**config.mk**
```make
export PLATFORM = sky130hd
export DESIGN_NAME = eac_device_flat
export DESIGN_NICKNAME = d
export VERILOG_FILES = /design/src/eac_pkg.sv /design/src/eac_link_if.sv /design/src/eac_device.sv /design/src/flat_wrapper.sv
export SDC_FILE = /design/constraint.sdc
export NUM_CORES = 1
export LEC_CHECK = 0
export ABC_AREA = 1
export CORE_MARGIN = 1
export CORE_UTILIZATION = 51
export DETAILED_ROUTE_END_ITERATION = 8
export DONT_BUFFER_PORTS = 1
export MAX_ROUTING_LAYER = met4
export PLACE_DENSITY = 0.66
export SETUP_SLACK_MARGIN = 0.05
export SYNTH_ARGS = -nofsm -noshare
export SYNTH_HDL_FRONTEND = slang
export SYNTH_SLANG_ARGS = --single-unit
export TNS_END_PERCENT = 5
```
**constraint.sdc**
```tcl
create_clock -name clock -period 3.8 [get_ports clock]
set_clock_uncertainty 0.1 [all_clocks]
set_input_delay 0.19 -clock clock [delete_from_list [all_inputs] [get_ports clock]]
set_output_delay 0.19 -clock clock [all_outputs]
set_load 0.005 [all_outputs]
```
**src/eac_pkg.sv**
```systemverilog
// Shared constants and types for the encoder calibration-status link
package eac_pkg;

  // ==========================================================================
  // Clock and time base
  // ==========================================================================
  localparam int CLK_HZ = 20000000;
  localparam int MS_PER_S = 1000;
  // Cycles in one millisecond tick
  localparam int MS_TICK_CYCLES = CLK_HZ / MS_PER_S;
  localparam int TICK_W = 16;
  localparam int MS_W = 13;

  // ==========================================================================
  // Device timing
  // ==========================================================================
  localparam int POR_INVALID_MS = 500;
  localparam int BLINK_PERIOD_MS = 500;
  localparam int BLINK_HALF_MS = BLINK_PERIOD_MS / 2;

  // ==========================================================================
  // Controller timing
  // ==========================================================================
  localparam int JUDGE_WAIT_S = 5;
  localparam int JUDGE_WAIT_MS = JUDGE_WAIT_S * MS_PER_S;
  localparam int JUDGE_WINDOW_MS = 2 * BLINK_PERIOD_MS;
  localparam int POWER_OFF_MS = 10;
  localparam int POS_W = 16;
  localparam int RETRY_W = 4;

  // ==========================================================================
  // Three-level calibration-request pin
  // ==========================================================================
  typedef enum logic [1:0] {
    CAL_LOW  = 2'h0,
    CAL_MID  = 2'h1,
    CAL_HIGH = 2'h2
  } eac_cal_level_t;

  // Device operating states
  typedef enum logic [1:0] {
    ST_START  = 2'h0,
    ST_NORMAL = 2'h1,
    ST_TUNING = 2'h2,
    ST_DONE   = 2'h3
  } eac_dev_state_t;

  // Controller states
  typedef enum logic [2:0] {
    H_IDLE  = 3'h0,
    H_OFF   = 3'h1,
    H_WAIT  = 3'h2,
    H_JUDGE = 3'h3,
    H_RUN   = 3'h4
  } eac_host_state_t;

endpackage : eac_pkg

```
**src/eac_link_if.sv**
```systemverilog
// Pin bundle between the encoder and the motor controller
interface eac_link_if;
  import eac_pkg::*;

  // ==========================================================================
  // Encoder to controller
  // ==========================================================================
  logic a_p;
  logic a_n;
  logic b_p;
  logic b_n;
  logic i_p;
  logic i_n;
  logic tune_progress_waveform;
  logic emitter_fault_waveform;

  // ==========================================================================
  // Controller to encoder
  // ==========================================================================
  eac_cal_level_t cal_level;

  modport device (
    output a_p, a_n, b_p, b_n, i_p, i_n,
    output tune_progress_waveform, emitter_fault_waveform,
    input cal_level
  );

  modport host (
    input a_p, a_n, b_p, b_n, i_p, i_n,
    input tune_progress_waveform, emitter_fault_waveform,
    output cal_level
  );
endinterface : eac_link_if

```
**src/eac_device.sv**
```systemverilog
// Encoder side: power-up validity, calibration mode and status outputs
module eac_device #(
  parameter int TICK_CYCLES = eac_pkg::MS_TICK_CYCLES
) (
  input wire logic clock,
  input wire logic rst_n,
  eac_link_if.device link,
  input wire logic step_raw,
  input wire logic dir_raw,
  input wire logic index_raw,
  input wire logic off_scale_raw,
  input wire logic led_high_raw,
  input wire logic tune_done,
  output logic outputs_valid,
  output eac_pkg::eac_dev_state_t dev_state
);
  import eac_pkg::*;

  // ==========================================================================
  // Pin synchronisers
  // ==========================================================================
  logic [6:0] sync1_q;
  logic [6:0] sync2_q;
  logic step_s;
  logic dir_s;
  logic index_s;
  logic off_scale_s;
  logic led_high_s;
  eac_cal_level_t cal_s;
  logic step_prev_q;
  logic step_edge;

  // Two flops per asynchronous input, no reset needed
  always_ff @(posedge clock) begin
    sync1_q <= {link.cal_level, led_high_raw, off_scale_raw, index_raw, dir_raw, step_raw};
    sync2_q <= sync1_q;
  end

  assign step_s = sync2_q[0];
  assign dir_s = sync2_q[1];
  assign index_s = sync2_q[2];
  assign off_scale_s = sync2_q[3];
  assign led_high_s = sync2_q[4];
  assign cal_s = eac_cal_level_t'(sync2_q[6:5]);

  // Rising edge of the synchronised step strobe
  always_ff @(posedge clock) begin
    if (!rst_n) begin
      step_prev_q <= 1'b0;
    end else begin
      step_prev_q <= step_s;
    end
  end

  assign step_edge = step_s & ~step_prev_q;

  // ==========================================================================
  // Millisecond time base
  // ==========================================================================
  logic [TICK_W-1:0] tick_cnt_q;
  logic ms_tick;

  assign ms_tick = (tick_cnt_q == TICK_W'(TICK_CYCLES - 1));

  // Divider producing a one-cycle enable each millisecond
  always_ff @(posedge clock) begin
    if (!rst_n) begin
      tick_cnt_q <= '0;
    end else if (ms_tick) begin
      tick_cnt_q <= '0;
    end else begin
      tick_cnt_q <= tick_cnt_q + TICK_W'(1);
    end
  end

  // ==========================================================================
  // Blink generator, 500 ms period
  // ==========================================================================
  logic [MS_W-1:0] blink_ms_q;
  logic blink_q;

  // Toggle every half period
  always_ff @(posedge clock) begin
    if (!rst_n) begin
      blink_ms_q <= '0;
      blink_q <= 1'b0;
    end else if (ms_tick) begin
      if (blink_ms_q == MS_W'(BLINK_HALF_MS - 1)) begin
        blink_ms_q <= '0;
        blink_q <= ~blink_q;
      end else begin
        blink_ms_q <= blink_ms_q + MS_W'(1);
      end
    end
  end

  // ==========================================================================
  // Quadrature generator
  // ==========================================================================
  logic [1:0] phase_q;
  logic quad_a;
  logic quad_b;

  // Forward steps raise A first, reverse steps raise B first
  always_ff @(posedge clock) begin
    if (!rst_n) begin
      phase_q <= 2'h0;
    end else if (step_edge) begin
      if (dir_s) begin
        phase_q <= phase_q + 2'h1;
      end else begin
        phase_q <= phase_q - 2'h1;
      end
    end
  end

  // Gray sequence 00, 10, 11, 01 on A and B
  assign quad_a = (phase_q == 2'h1) | (phase_q == 2'h2);
  assign quad_b = phase_q[1];

  // ==========================================================================
  // Power-up validity window
  // ==========================================================================
  logic [MS_W-1:0] por_ms_q;
  logic valid_q;

  // Valid once A/B toggles or the invalid time runs out
  always_ff @(posedge clock) begin
    if (!rst_n) begin
      por_ms_q <= '0;
      valid_q <= 1'b0;
    end else if (!valid_q) begin
      if (step_edge) begin
        valid_q <= 1'b1;
      end else if (ms_tick) begin
        if (por_ms_q == MS_W'(POR_INVALID_MS - 1)) begin
          valid_q <= 1'b1;
        end
        por_ms_q <= por_ms_q + MS_W'(1);
      end
    end
  end

  // ==========================================================================
  // Mode state machine
  // ==========================================================================
  eac_dev_state_t state_q;
  logic armed_q;

  // Request level is taken once, then only off-scale or done move it
  always_ff @(posedge clock) begin
    if (!rst_n) begin
      state_q <= ST_START;
    end else begin
      case (state_q)
        ST_START: begin
          if (cal_s != CAL_LOW) begin
            state_q <= ST_TUNING;
          end else begin
            state_q <= ST_NORMAL;
          end
        end
        ST_NORMAL: begin
          if (armed_q && !off_scale_s && !step_edge) begin
            state_q <= ST_TUNING;
          end
        end
        ST_TUNING: begin
          if (tune_done) begin
            state_q <= ST_DONE;
          end
        end
        ST_DONE: begin
          state_q <= ST_DONE;
        end
        default: begin
          state_q <= ST_START;
        end
      endcase
    end
  end

  // Off-scale seen during normal operation arms the return trigger
  always_ff @(posedge clock) begin
    if (!rst_n) begin
      armed_q <= 1'b0;
    end else if (state_q != ST_NORMAL) begin
      armed_q <= 1'b0;
    end else if (off_scale_s) begin
      armed_q <= 1'b1;
    end else if (!step_edge) begin
      armed_q <= 1'b0;
    end
  end

  // ==========================================================================
  // Position outputs
  // ==========================================================================
  logic drive_en;
  logic a_p_q;
  logic a_n_q;
  logic b_p_q;
  logic b_n_q;
  logic i_p_q;
  logic i_n_q;

  assign drive_en = valid_q && (state_q == ST_NORMAL);

  // All pairs held low while invalid or not in normal operation
  always_ff @(posedge clock) begin
    if (!rst_n) begin
      a_p_q <= 1'b0;
      a_n_q <= 1'b0;
      b_p_q <= 1'b0;
      b_n_q <= 1'b0;
      i_p_q <= 1'b0;
      i_n_q <= 1'b0;
    end else begin
      a_p_q <= drive_en & quad_a;
      a_n_q <= drive_en & ~quad_a;
      b_p_q <= drive_en & quad_b;
      b_n_q <= drive_en & ~quad_b;
      i_p_q <= drive_en & index_s;
      i_n_q <= drive_en & ~index_s;
    end
  end

  // ==========================================================================
  // Status outputs
  // ==========================================================================
  logic progress_q;
  logic fault_q;

  // Misalignment outranks current warning, which outranks progress
  always_ff @(posedge clock) begin
    if (!rst_n) begin
      progress_q <= 1'b0;
      fault_q <= 1'b0;
    end else if (off_scale_s) begin
      progress_q <= 1'b0;
      fault_q <= 1'b1;
    end else if (led_high_s) begin
      progress_q <= 1'b0;
      fault_q <= blink_q;
    end else begin
      fault_q <= 1'b0;
      case (state_q)
        ST_TUNING: progress_q <= blink_q;
        ST_DONE: progress_q <= 1'b1;
        default: progress_q <= 1'b0;
      endcase
    end
  end

  assign link.a_p = a_p_q;
  assign link.a_n = a_n_q;
  assign link.b_p = b_p_q;
  assign link.b_n = b_n_q;
  assign link.i_p = i_p_q;
  assign link.i_n = i_n_q;
  assign link.tune_progress_waveform = progress_q;
  assign link.emitter_fault_waveform = fault_q;
  assign outputs_valid = valid_q;
  assign dev_state = state_q;

endmodule // eac_device

```
**src/flat_wrapper.sv**
```systemverilog
// flat-port wrapper written by rule: the top's interface ports become plain ports
module eac_device_flat import eac_pkg::*;
#(
  parameter int TICK_CYCLES = eac_pkg::MS_TICK_CYCLES
)
  (clock, rst_n, step_raw, dir_raw, index_raw, off_scale_raw, led_high_raw, tune_done, outputs_valid, dev_state, link_a_p, link_a_n, link_b_p, link_b_n, link_i_p, link_i_n, link_tune_progress_waveform, link_emitter_fault_waveform, link_cal_level);
  eac_link_if link_i ();
  input wire logic clock;
  input wire logic rst_n;
  input wire logic step_raw;
  input wire logic dir_raw;
  input wire logic index_raw;
  input wire logic off_scale_raw;
  input wire logic led_high_raw;
  input wire logic tune_done;
  output logic outputs_valid;
  output eac_pkg::eac_dev_state_t dev_state;
  output wire logic [$bits(link_i.a_p)-1:0] link_a_p;
  output wire logic [$bits(link_i.a_n)-1:0] link_a_n;
  output wire logic [$bits(link_i.b_p)-1:0] link_b_p;
  output wire logic [$bits(link_i.b_n)-1:0] link_b_n;
  output wire logic [$bits(link_i.i_p)-1:0] link_i_p;
  output wire logic [$bits(link_i.i_n)-1:0] link_i_n;
  output wire logic [$bits(link_i.tune_progress_waveform)-1:0] link_tune_progress_waveform;
  output wire logic [$bits(link_i.emitter_fault_waveform)-1:0] link_emitter_fault_waveform;
  input wire logic [$bits(link_i.cal_level)-1:0] link_cal_level;
  assign link_a_p = link_i.a_p;
  assign link_a_n = link_i.a_n;
  assign link_b_p = link_i.b_p;
  assign link_b_n = link_i.b_n;
  assign link_i_p = link_i.i_p;
  assign link_i_n = link_i.i_n;
  assign link_tune_progress_waveform = link_i.tune_progress_waveform;
  assign link_emitter_fault_waveform = link_i.emitter_fault_waveform;
  assign link_i.cal_level = link_cal_level;
  eac_device #(.TICK_CYCLES(TICK_CYCLES)) u_core (.clock(clock), .rst_n(rst_n), .link(link_i), .step_raw(step_raw), .dir_raw(dir_raw), .index_raw(index_raw), .off_scale_raw(off_scale_raw), .led_high_raw(led_high_raw), .tune_done(tune_done), .outputs_valid(outputs_valid), .dev_state(dev_state));
endmodule
```
### Word-level counts from Yosys, hierarchy flattened

Index checks and enable logic that the tools add are counted.

* register bits after elaboration: 72
* input port bits: 10
* output and inout bits: 11
* word-level logic and storage cells: 80

* add/subtract/negate cells: 5
* eq/ne operators: 12
* mux-type cells: 15
* bitwise logic cells: 16
* reductions and logical operators: 13

Operators with widths (count)
* $add A13 B1 Y13 const B: 2
* $add A16 B1 Y16 const B: 1
* $eq A16 B15 Y1 const B: 1
* $eq A13 B8 Y1 const B: 1
* $eq A13 B9 Y1 const B: 1
* $mux W13: 1
* $mux W1: 8
* $mux W2: 4
* $not A1 Y1: 8
* $pmux W2 S4: 1
* $and A1 B1 Y1: 7
* $eq A2 B2 Y1 const B: 3
* $ne A2 B1 Y1 const B: 3
* $eq A2 B1 Y1 const B: 2
* $reduce_and A2 Y1: 2
* $reduce_or A2 Y1: 2
* $logic_and A1 B1 Y1: 3
* $reduce_and A3 Y1: 1
* $reduce_or A3 Y1: 1
* $add A2 B1 Y2 const B: 1
* $logic_not A1 Y1: 2
* $logic_not A2 Y1: 1
* $ne A2 B2 Y1 const B: 1
* $pmux W1 S2: 1
* 3 further kinds: 3

### Logic depth before layout (Yosys ltp)

* word-level depth: 6
* gate-level depth with buffers: 9
* mapped depth without buffers: 9

### Least setup slack after synthesis

No wires, ideal clock.

* path kind: register to register
* start: reg u_core.tick_cnt_q[0]
* end: reg u_core.por_ms_q[3]
* setup time: 133 ps
* data arrival time: 1370 ps
* required time: 3567 ps
* path slack: 2197 ps
* cell stages (with the launch flop): 10
* buffers on the path: 1
* path through: dfxtp_1 -> ha_1 -> nand3_2 -> inv_1 -> nand2_1 -> nor2_4 -> nand2_2 -> buf_2 -> nand2_1 -> a21oi_2

* word-level cells in the longest chain between the ends: 2

Ends and longest elaborated chain
* from (decl): line eac_device.sv:60 `logic [TICK_W-1:0] tick_cnt_q;`
* from (signal assigned): line eac_device.sv:72 `tick_cnt_q <= tick_cnt_q + TICK_W'(1);`
* $eq A16 B15 Y1: line eac_device.sv:63 `assign ms_tick = (tick_cnt_q == TICK_W'(TICK_CYCLES - 1));`
* $reduce_and A3 Y1 (no source line)
* to (signal assigned): line eac_device.sv:139 `por_ms_q <= por_ms_q + MS_W'(1);`
* to (decl): line eac_device.sv:124 `logic [MS_W-1:0] por_ms_q;`

Every way passes these cells.
A chain may end at the register's enable or synchronous reset.

### Worst setup path in the final report

* start: reg u_core.tick_cnt_q[0]
* end: reg u_core.por_ms_q[4]

Same word-level chain as after synthesis.

==> metrics <==
Setup TNS 0 ns; reg2reg start u_core.tick_cnt_q[0]; Worst Setup SP u_core.tick_cnt_q[0]; r2r endpoint u_core.por_ms_q[4]; post-synth top area share 43.8%; post-synthesis mux area share 0%; WP data arrival 1.94 ns; Slew Viols, Final 0; Simple-Gate Fraction of Synth Area 37.4%; initial DRC count 141; area leader, netlist dfxtp_1; post-CTS sizing 0; reg2reg path depth 8; crit path kind reg -> reg; Worst Hold End u_core.tick_cnt_q[1]; largest net degree at the start of global routing 28; First-pass DRT Iterations 4; maximum clock rate 549 MHz; Die H 82.4 um; GP Congestion 0.844; Synth cell types 29; PnR worst setup slack 1.98 ns; DR vias 2,934; I/O Pins 21; cell mode on critical path nand2_1; Core ar. 6060 sq um; NumNets Final 507; setup violators final 0; VDD IR max 0.401 mV; CP bufs+invs 1; Post-synth top cells 136 x nand2_1, 77 x nor2_1, 72 x dfxtp_1; Ant. Diodes 0; crit share post-route 47.9%; Net Count, Synth 493; placed wire-length estimate 4.67 mm; dominant synthesized flop cell dfxtp_1; Port Buffers 0; syn avg cell area 6.88 sq um; CTS tree yes; critical path endpoint category register; initial antenna violation count 0; #FFs+latches synth 72; synthesized cell area 3290 sq um; grt ovf 0; placed insts 548; CP startpoint kind register; Rel. slew slack 43.1%; fin crit period 1.82 ns; Worst Hold Class in -> reg; Num CTS Buffers 9; CP Cell Sequence ha_1 > nand3_2 > inv_1 > nand2_1 > nor2_4 > nand2_2 > nand2_1 > a21oi_2; dpl ws 1.98 ns; first-pass GRT wire length 11.1 mm; total track usage 22.4%; Async SR Flop Fraction 0%; clock root buffer clkbuf_8; post-route antenna net violation count 0; H-Tree Depth 3; post-synthesis compound-gate area fraction 7.94%; adder-cell share of the synthesized area 1.52%; Mapped Cells 479; synthesis warning total 0; Hold Startpoint rst_n; Worst path max stage delay 0.35 ns; number of flops mapped to enable cells by yosys 0; Power Dens Cells 405 nW/um^2; status finished clean; vias in the first global route 2,500; Hold Vio Cnt, Final 0; drc violations 0; top cells by area, synth dfxtp_1 44%, nand2_1 15%, nor2_1 8.8%; register area share after synthesis 43.8%; clk sinks 72; Levels on crit path 8; CP max stage cell dfxtp_1; ratio of cells with drive above 1 in the final layout 6.22%; drt via density 5.12; Worst EP required 3.92 ns; clk slew on worst S/H paths 0.09 ns; fin cells 573; clock buffer depth 2; Worst-Skew Late Latency 0.35 ns; RSZ-0062 raised after global routing no; LEAKAGE 1.35 nW; maxcap violations 0; WL per Instance 12.0 um; largest family of logic cells by synthesized area simple AND/OR/NAND/NOR gates; critical path peak fanout 13; flop2flop setup slack 1.98 ns; worst-margin pin slew 0.849 ns; Hold Path Cell Cnt 2; Post-CTS Hold Buffers 9; Die ar. 6780 sq um; die width 82.4 um; P&R area growth vs syn 10.8%; setup bufs post-CTS 0; most common cell in the netlist nand2_1; # rows 28; delay-heaviest family, CP simple AND/OR/NAND/NOR gates; xor/xnor share of the synthesized area 2.13%; Initial Utilization 54.4%; Detailed Route WL 6.85 mm
-- placed cells by master, fill, tap and decap left out, drive strengths merged, types with 9 or more instances in the layout --
| cell | netlist | routed |
|---|---|---|
| nand2 | 139 | 139 |
| nor2 | 81 | 81 |
| dfxtp | 72 | 72 |
| inv | 53 | 57 |
| a21oi | 36 | 36 |
| nand3 | 34 | 34 |
| nand4 | 17 | 17 |
| o21ai | 11 | 11 |
| clkbuf | 1 | 9 |
| dlygate4sd3 | 0 | 9 |
-- through the flow --
step / utilization [%] / power [mW] / hold slack (ns) / instance area, sq um
floorplan: - / 0.831 / 0.118 / 3290
global placement: 55.3 / 0.838 / 0.118 / 3350
detailed placement: 55.3 / 0.839 / 0.118 / 3350
CTS: 60.2 / 1.50 / 0.232 / 3650
global route: 60.2 / 1.54 / 0.246 / 3650
finish: 60.2 / 1.48 / 0.218 / 3650
-- logic make-up (layout without fill, tap and decap cells) --
kind of cell	count (synthesis)	after routing
AOI/OAI and AO/OA	48	48
xor gates and xnor gates	8	8
adders and majority gates	4	4
buffers and inverters	60	79
DFF	72	72
and+or+nand+nor	287	287
-- how the worst max path moves through the flow --
stage	to	slack [ns]
after global placement	u_core.por_ms_q[0]	2.02
final	u_core.por_ms_q[4]	1.98
after floorplan	u_core.por_ms_q[3]	2.20
after global routing	u_core.blink_ms_q[1]	1.78
after CTS	u_core.blink_ms_q[1]	1.98
after detailed placement	u_core.por_ms_q[0]	1.98
-- flip-flops by register name (all words and copies together), names as in the netlist, 2 cells and up --
register / count
u_core.por_ms_q: 13
u_core.dev_state: 2
u_core.tick_cnt_q: 16
u_core.phase_q: 2
u_core.sync2_q: 7
u_core.blink_ms_q: 13
u_core.sync1_q: 7
-- per-layer routing --
layer | part of all wire [%] | GRT usage [%] | up-vias
met5 | 0 | - | -
met4 | 1.3 | 7.89 | 0
met3 | 4.3 | 6.37 | 11
met2 | 45 | 34.8 | 45
met1 | 49 | 27.8 | 1314
li1 | - | - | 1564
-- final cells by class --
cell class	instances	area, sq um
Inverter	54	203
Clock inverter	7	83.8
Fill cell	580	2410
Sequential cell	72	1440
Multi-Input combinational cell	347	1610
Clock buffer	9	124
Tap cell	75	93.8
Timing Repair Buffer	9	90.1
-- power by group --
group	total [mW]	internal, mW	switching (mW)
sequential	0.784	0.772	0.0118
clock	0.649	0.316	0.333
combinational	0.0460	0.0181	0.0280
Note: power is estimated with default switching activity, not from simulation.
